$ cat src/rtl/bank_select_pkg.sv
package bank_select_pkg;
	localparam int                 NUM_BANKS      = 4;
	localparam int                 POS_W          = 4;
	localparam logic [3:0]         ADDR_W         = 4'h4;
	localparam logic [3:0]         CONFIG_OFFSET  = 4'h0;
	localparam logic [3:0]         MAP_OFFSET     = 4'h4;
	localparam logic [3:0]         STATUS_OFFSET  = 4'h8;
	localparam int                 CFG_MAPPED_LSB = 0;
	localparam int                 CFG_WRITE_LSB  = 4;
	localparam int                 CFG_ALT_BIT    = 8;
	localparam int                 CFG_CMW_BIT    = 9;
	localparam int                 ST_CONFLICT    = 0;
	localparam int                 ST_ENABLED     = 1;
	localparam int                 ST_SEEN        = 2;
	localparam int                 ST_SEL_LSB     = 4;
	localparam logic [31:0]        CONFIG_RESET   = 32'h0000_0000;
	localparam logic [31:0]        MAP_RESET      = 32'h0000_0000;
	localparam logic [1:0]         RESP_OKAY      = 2'h0;
	localparam logic [1:0]         RESP_DECERR    = 2'h3;
endpackage

$ cat src/rtl/memory_board_bank_select_protect.sv
`timescale 1ns/1ps
`default_nettype none
module memory_board_bank_select_protect (
	// clock and reset
	input  wire logic         clk_i,
	input  wire logic         rst_n_i,
	// backplane
	input  wire logic [3:0]   addr_hi_i,
	input  wire logic         mem_read_i,
	input  wire logic         mem_write_i,
	input  wire logic         output_cycle_i,
	input  wire logic         alternate_bank_select_n_i,
	input  wire logic         conditional_write_line_i,
	// memory array controls
	output logic [3:0]        bank_select_n_o,
	output logic [3:0]        bank_write_o,
	output logic              data_out_en_o,
	output logic              map_conflict_o,
	// axi4-lite slave
	input  wire logic [3:0]   s_axi_awaddr,
	input  wire logic         s_axi_awvalid,
	output logic              s_axi_awready,
	input  wire logic [31:0]  s_axi_wdata,
	input  wire logic [3:0]   s_axi_wstrb,
	input  wire logic         s_axi_wvalid,
	output logic              s_axi_wready,
	output logic [1:0]        s_axi_bresp,
	output logic              s_axi_bvalid,
	input  wire logic         s_axi_bready,
	input  wire logic [3:0]   s_axi_araddr,
	input  wire logic         s_axi_arvalid,
	output logic              s_axi_arready,
	output logic [31:0]       s_axi_rdata,
	output logic [1:0]        s_axi_rresp,
	output logic              s_axi_rvalid,
	input  wire logic         s_axi_rready
);
	logic [31:0] config_reg;
	logic [31:0] map_reg;
	logic        seen_reg;
	logic [3:0]  hit;
	logic [3:0]  pos [4];
	logic        multi_hit;
	logic        conflict;
	logic        decoder_disable;
	logic        card_enable;
	logic        access;
	logic        card_sel;
	logic        wr_fire;
	logic        seen_clear;
	logic [31:0] status_word;

	// per bank block compare
	genvar b;
	generate
		for (b = 0; b < bank_select_pkg::NUM_BANKS; b++) begin : g_bank
			assign pos[b] = map_reg[b*bank_select_pkg::POS_W +: bank_select_pkg::POS_W];
			assign hit[b] = config_reg[bank_select_pkg::CFG_MAPPED_LSB + b] && (pos[b] == addr_hi_i);
		end
	endgenerate

	// any two mapped banks on one block
	always_comb begin
		conflict = 1'b0;
		for (int i = 0; i < bank_select_pkg::NUM_BANKS; i++) begin
			for (int j = i + 1; j < bank_select_pkg::NUM_BANKS; j++) begin
				if (config_reg[bank_select_pkg::CFG_MAPPED_LSB + i] && config_reg[bank_select_pkg::CFG_MAPPED_LSB + j]
					&& pos[i] == pos[j]) begin
					conflict = 1'b1;
				end
			end
		end
	end

	assign multi_hit       = (hit & (hit - 4'h1)) != 4'h0;
	assign decoder_disable = config_reg[bank_select_pkg::CFG_ALT_BIT] ? alternate_bank_select_n_i : 1'b0;
	assign card_enable     = !decoder_disable && !output_cycle_i;
	assign access          = mem_read_i || mem_write_i;
	assign card_sel        = card_enable && access && (hit != 4'h0) && !multi_hit;

	// chip selects and write strobes
	always_ff @(posedge clk_i or negedge rst_n_i) begin
		if (!rst_n_i) begin
			bank_select_n_o <= 4'hF;
			bank_write_o    <= 4'h0;
		end else begin
			for (int i = 0; i < bank_select_pkg::NUM_BANKS; i++) begin
				bank_select_n_o[i] <= !(card_sel && hit[i]);
				bank_write_o[i]    <= card_sel && hit[i] && mem_write_i
					&& config_reg[bank_select_pkg::CFG_WRITE_LSB + i]
					&& (!config_reg[bank_select_pkg::CFG_CMW_BIT] || conditional_write_line_i);
			end
		end
	end

	// read data drive
	always_ff @(posedge clk_i or negedge rst_n_i) begin
		if (!rst_n_i) begin
			data_out_en_o <= 1'b0;
		end else begin
			data_out_en_o <= card_sel && mem_read_i;
		end
	end

	// conflict flag
	always_ff @(posedge clk_i or negedge rst_n_i) begin
		if (!rst_n_i) begin
			map_conflict_o <= 1'b0;
		end else begin
			map_conflict_o <= conflict;
		end
	end

	// axi write channel: both taken together
	assign wr_fire = s_axi_awvalid && s_axi_wvalid && !s_axi_awready && !s_axi_bvalid;

	always_ff @(posedge clk_i or negedge rst_n_i) begin
		if (!rst_n_i) begin
			s_axi_awready <= 1'b0;
			s_axi_wready  <= 1'b0;
			s_axi_bvalid  <= 1'b0;
			s_axi_bresp   <= bank_select_pkg::RESP_OKAY;
		end else begin
			s_axi_awready <= wr_fire;
			s_axi_wready  <= wr_fire;
			if (wr_fire) begin
				s_axi_bvalid <= 1'b1;
				s_axi_bresp  <= (s_axi_awaddr == bank_select_pkg::CONFIG_OFFSET
					|| s_axi_awaddr == bank_select_pkg::MAP_OFFSET
					|| s_axi_awaddr == bank_select_pkg::STATUS_OFFSET)
					? bank_select_pkg::RESP_OKAY : bank_select_pkg::RESP_DECERR;
			end else if (s_axi_bready) begin
				s_axi_bvalid <= 1'b0;
			end
		end
	end

	// configuration and map registers
	always_ff @(posedge clk_i or negedge rst_n_i) begin
		if (!rst_n_i) begin
			config_reg <= bank_select_pkg::CONFIG_RESET;
			map_reg    <= bank_select_pkg::MAP_RESET;
		end else if (wr_fire) begin
			for (int k = 0; k < 4; k++) begin
				if (s_axi_wstrb[k] && s_axi_awaddr == bank_select_pkg::CONFIG_OFFSET) begin
					config_reg[k*8 +: 8] <= s_axi_wdata[k*8 +: 8];
				end
				if (s_axi_wstrb[k] && s_axi_awaddr == bank_select_pkg::MAP_OFFSET) begin
					map_reg[k*8 +: 8] <= s_axi_wdata[k*8 +: 8];
				end
			end
		end
	end

	// sticky conflict seen, write one to clear, set wins
	assign seen_clear = wr_fire && s_axi_awaddr == bank_select_pkg::STATUS_OFFSET && s_axi_wstrb[0]
		&& s_axi_wdata[bank_select_pkg::ST_SEEN];

	always_ff @(posedge clk_i or negedge rst_n_i) begin
		if (!rst_n_i) begin
			seen_reg <= 1'b0;
		end else if (conflict) begin
			seen_reg <= 1'b1;
		end else if (seen_clear) begin
			seen_reg <= 1'b0;
		end
	end

	always_comb begin
		status_word                                  = 32'h0000_0000;
		status_word[bank_select_pkg::ST_CONFLICT]    = map_conflict_o;
		status_word[bank_select_pkg::ST_ENABLED]     = card_enable;
		status_word[bank_select_pkg::ST_SEEN]        = seen_reg;
		status_word[bank_select_pkg::ST_SEL_LSB +: 4] = ~bank_select_n_o;
	end

	// axi read channel
	always_ff @(posedge clk_i or negedge rst_n_i) begin
		if (!rst_n_i) begin
			s_axi_arready <= 1'b0;
			s_axi_rvalid  <= 1'b0;
			s_axi_rdata   <= 32'h0000_0000;
			s_axi_rresp   <= bank_select_pkg::RESP_OKAY;
		end else begin
			s_axi_arready <= s_axi_arvalid && !s_axi_arready && !s_axi_rvalid;
			if (s_axi_arvalid && !s_axi_arready && !s_axi_rvalid) begin
				s_axi_rvalid <= 1'b1;
				s_axi_rresp  <= bank_select_pkg::RESP_OKAY;
				unique case (s_axi_araddr)
					bank_select_pkg::CONFIG_OFFSET: s_axi_rdata <= config_reg;
					bank_select_pkg::MAP_OFFSET:    s_axi_rdata <= map_reg;
					bank_select_pkg::STATUS_OFFSET: s_axi_rdata <= status_word;
					default: begin
						s_axi_rdata <= 32'h0000_0000;
						s_axi_rresp <= bank_select_pkg::RESP_DECERR;
					end
				endcase
			end else if (s_axi_rready) begin
				s_axi_rvalid <= 1'b0;
			end
		end
	end

	// checks
	disable_high_a: assert property (@(posedge clk_i) disable iff (!rst_n_i)
		decoder_disable |=> bank_select_n_o == 4'hF && !data_out_en_o && bank_write_o == 4'h0)
		else $error("card responded while disabled");
	default_strap_a: assert property (@(posedge clk_i) disable iff (!rst_n_i)
		!config_reg[bank_select_pkg::CFG_ALT_BIT] && !output_cycle_i |-> card_enable)
		else $error("default strap did not keep card enabled");
	alt_strap_a: assert property (@(posedge clk_i) disable iff (!rst_n_i)
		config_reg[bank_select_pkg::CFG_ALT_BIT] && alternate_bank_select_n_i |-> !card_enable)
		else $error("alternate strap enabled without select");
	bank_map_a: assert property (@(posedge clk_i) disable iff (!rst_n_i)
		card_sel && hit[2] |=> !bank_select_n_o[2] && $past(pos[2]) == $past(addr_hi_i))
		else $error("bank select does not follow its map");
	protect_block_a: assert property (@(posedge clk_i) disable iff (!rst_n_i)
		!config_reg[bank_select_pkg::CFG_WRITE_LSB] |=> !bank_write_o[0])
		else $error("protected bank written");
	output_cycle_a: assert property (@(posedge clk_i) disable iff (!rst_n_i)
		output_cycle_i |=> bank_select_n_o == 4'hF)
		else $error("card selected during output cycle");
	cond_write_a: assert property (@(posedge clk_i) disable iff (!rst_n_i)
		config_reg[bank_select_pkg::CFG_CMW_BIT] && !conditional_write_line_i |=> bank_write_o == 4'h0)
		else $error("write passed closed conditional line");
	read_drive_a: assert property (@(posedge clk_i) disable iff (!rst_n_i)
		data_out_en_o |-> $past(mem_read_i) && bank_select_n_o != 4'hF)
		else $error("data driven without selected read");
	one_select_a: assert property (@(posedge clk_i) disable iff (!rst_n_i)
		$countones(~bank_select_n_o) <= 1)
		else $error("more than one bank selected");
endmodule // memory_board_bank_select_protect
`default_nettype wire

$ cat config.mk
export PLATFORM = sky130hd
export DESIGN_NAME = memory_board_bank_select_protect
export DESIGN_NICKNAME = d
export VERILOG_FILES = /design/src/rtl/bank_select_pkg.sv /design/src/rtl/memory_board_bank_select_protect.sv
export SDC_FILE = /design/constraint.sdc
export NUM_CORES = 1
export LEC_CHECK = 0
export ABC_AREA = 1
export BUFFER_PORTS_ARGS = -buffer_cell sky130_fd_sc_hd__buf_2
export CORE_MARGIN = 2
export CORE_UTILIZATION = 50
export CTS_BUF_LIST = sky130_fd_sc_hd__clkbuf_4 sky130_fd_sc_hd__clkbuf_8
export CTS_CLUSTER_SIZE = 16
export DETAILED_ROUTE_END_ITERATION = 16
export PLACE_DENSITY = 0.76
export SLEW_MARGIN = 20
export SYNTH_ARGS = -nofsm -noshare
export SYNTH_HDL_FRONTEND = slang
export SYNTH_SLANG_ARGS = --single-unit
$ cat constraint.sdc
create_clock -name clk_i -period 1.31 [get_ports clk_i]
set_input_delay 0.131 -clock clk_i [delete_from_list [all_inputs] [get_ports clk_i]]
set_output_delay 0.131 -clock clk_i [all_outputs]
set_load 0.01 [all_outputs]
==> metrics <==
Yosys top cell area share=48.6%; diodes inserted=0; H-tree depth=4; Sw Pwr=2.80 mW; IO Pins=111; Post-Route WL=17.1 mm; Multi-input gate area=0.00255 sq mm; Post-Synthesis Net Count=761; Post-synth EDFFs=0; endpoints failing hold=0; Yosys warning total=0; total gr overflow=0; final total power=9.70 mW; initial drt markers=407; combinational power share=20.5%; # setup viols final=58; # DRC=0; Setup Skew=12.4 ps; initial antenna violation count=0; Critical Path AT=1800 ps; relative slew slack=50.6%; vias in the first global route=5587; Clock Tree Root=clkbuf_8; Max Cap Viol=0; f_max=693 MHz; Internal Power=6.90 mW; clk buf depth=2; failing checks=setup timing; wire length per cell=16.0 um; clk_lat worst skew=420 ps; clock power share=37.7%; Max Slew Vio Count=0; Synth Flop Type=dfrtp_1; Setup CP Type=flop to flop; filler cell count in the final layout=787; area leader, netlist=dfrtp_1; largest net degree at the start of global routing=38; Place WS=-97.4 ps; fin crit period=1440 ps; Worst-Margin Slew=739 ps; Pre-antenna DRT Iters=5; Synth Instances=701; CP cell instances=inv_2 -> nand2_2 -> nand2_2 -> nor2_4 -> nand3_2 -> nand2_2 -> nand2_2 -> inv_2 -> nor2_4 -> nand3_2 -> nor2_2; crit path capture type=flop; Top Family by Delay on Critical Path=simple AND/OR/NAND/NOR gates; power density over cell area=1200 mW/mm^2; vias=5604; sw frac=28.8%; Worst Path Buf+Inv=2; unrepaired setup endpoints after global routing=yes; register bit total from synthesis=113; Die Wd=110 um; drt via density=5.24; cell seen most often among critical-path stages=nand2_2; Clock Sinks=113; gr usage total=28.9%; FP Rows=38; antenna-violating nets left=0; Synth area leaders=dfrtp_1, nand2_1, inv_1; CTS buffer count=17; setup_tns=-3120 ps; clock slew at reported path FFs=70 ps; Hold WC Path Type=input port to flop; buffers added on ports=110; core area=0.0109 sq mm; Area growth syn-to-layout=44.4%; Max VDD drop=0.759 mV; TritonCTS clock tree=built; Sequential Power Share=41.8%; die height=110 um; synthesized area per cell=8.00 sq um; peak fanout along the critical path=5; CP required=1670 ps; fin nets=977; final worst setup slack=-133 ps; status=finished, violations left; register area=0.00284 sq mm; Worst Setup Start Kind=flop; Initial Utilization=51.5%; final critical-path share of the clock period=110%; layout cell share with drive strength beyond 1=37.8%; Leak=4.18 nW; R2R Setup Slk=-130 ps; Synth cell types=32; crit-path max cell delay=400 ps; hpwl dp=11.1 mm; slowest cell on the critical path=dfrtp_1; first-pass GRT wire length=26.6 mm; die area=0.0121 sq mm; Placer Congestion=0.996; asr flop ratio synth=100%; sequential-to-total area share from yosys stat=50.5%; Post-Syn Area=0.00561 sq mm
## cell usage after synthesis (7+ instances only)
library cell and n:
a21oi_1 11, clkbuf_1 11, dfrtp_1 109, inv_1 110, inv_2 13, nand2_1 234, nand2_2 7, nand3_1 18
nand3_2 7, nor2_1 19, nor2_2 11, o21ai_0 7, o21ai_1 48, o21ai_2 16, o221ai_1 7, o22ai_1 35
## tightest hold or removal path, stage by stage
cell and delay, ps:
buf_2 80, inv_1 70, o21ai_1 120
## kinds of logic (layout without fill, tap and decap cells)
logic type	after synthesis	in the layout	synth area share, %
DFF	113	113	50.5
buffers and inverters	149	375	11.0
AOI/OAI and AO/OA	128	128	13.9
and+or+nand+nor	307	309	23.9
xor gates and xnor gates	4	4	0.625
## per-layer routing
metal  GRT usage [%]  up-vias  wire length [um]
li1                -     2645                 -
met1            35.6     2703              6990
met2            49.6      215              8680
met3            6.28       41              1030
met4            11.2        0               401
met5               0        -                 0
## worst paths after layout
check	cells past startpoint	endpoint	from
min in group asynchronous	2	map_reg[19]	rst_n_i
max reg2reg	11	bank_write_o[2]	map_reg[3]
max in group asynchronous	3	bank_select_n_o[1]	rst_n_i
max	11	bank_write_o[2]	map_reg[3]
min reg2reg	2	s_axi_rdata[31]	s_axi_rdata[31]
min	3	config_reg[13]	s_axi_wdata[13]
## layout make-up
cell class                      instances  share of cell area, %
Inverter                              123                   5.79
Tap cell                              140                   2.16
Multi-Input combinational cell        441                   31.5
Clock buffer                           22                   3.51
Sequential cell                       113                   35.0
Clock inverter                          9                   1.93
Timing Repair Buffer                  221                   20.1
## power by group through the flow
stage	registers, mW	logic (mW)	clock network (mW)
final	4.06	1.99	3.65
after global routing	4.09	2.19	3.87
after CTS	4.03	1.83	3.68
after detailed placement	4.08	1.67	0
after global placement	4.06	1.64	0
after floorplan	4.09	0.885	0
## placed cells by master, fill, tap and decap left out, types with 5 or more instances in the layout
master,count
inv_1,105
a21oi_1,10
nand3_1,15
o22ai_1,32
o21ai_0,5
nand2_2,23
dfrtp_1,106
nor2_1,11
buf_12,7
buf_4,61
inv_2,16
clkbuf_8,19
o221ai_1,7
dlygate4sd3_1,36
nand2_1,197
buf_6,5
nor2_4,9
o21ai_2,21
nand3_2,10
o21ai_1,44
buf_2,109
nand2_4,19
nor2_2,12
## metrics by stage
stage | hold slack, ps | cell area, sq um | utilization (%) | cells
after floorplan | -165 | 5650 | - | 701
after global placement | 81.3 | 6750 | 62.0 | 985
after detailed placement | 95.6 | 6750 | 62.0 | 985
after CTS | 3.47 | 7710 | 70.8 | 1055
after global routing | 48.1 | 8100 | 74.4 | 1069
final | 16.7 | 8100 | 74.4 | 1069
## repair_timing
item                       CTS  global route
hold endpoints to repair   125             0
setup endpoints to repair   44            84
gates resized for setup     38            66
gates cloned                 1             3
hold buffers                36             0
pin swaps                   10            15
buffers inserted             2            11
Note: power is estimated with default switching activity, not from simulation.
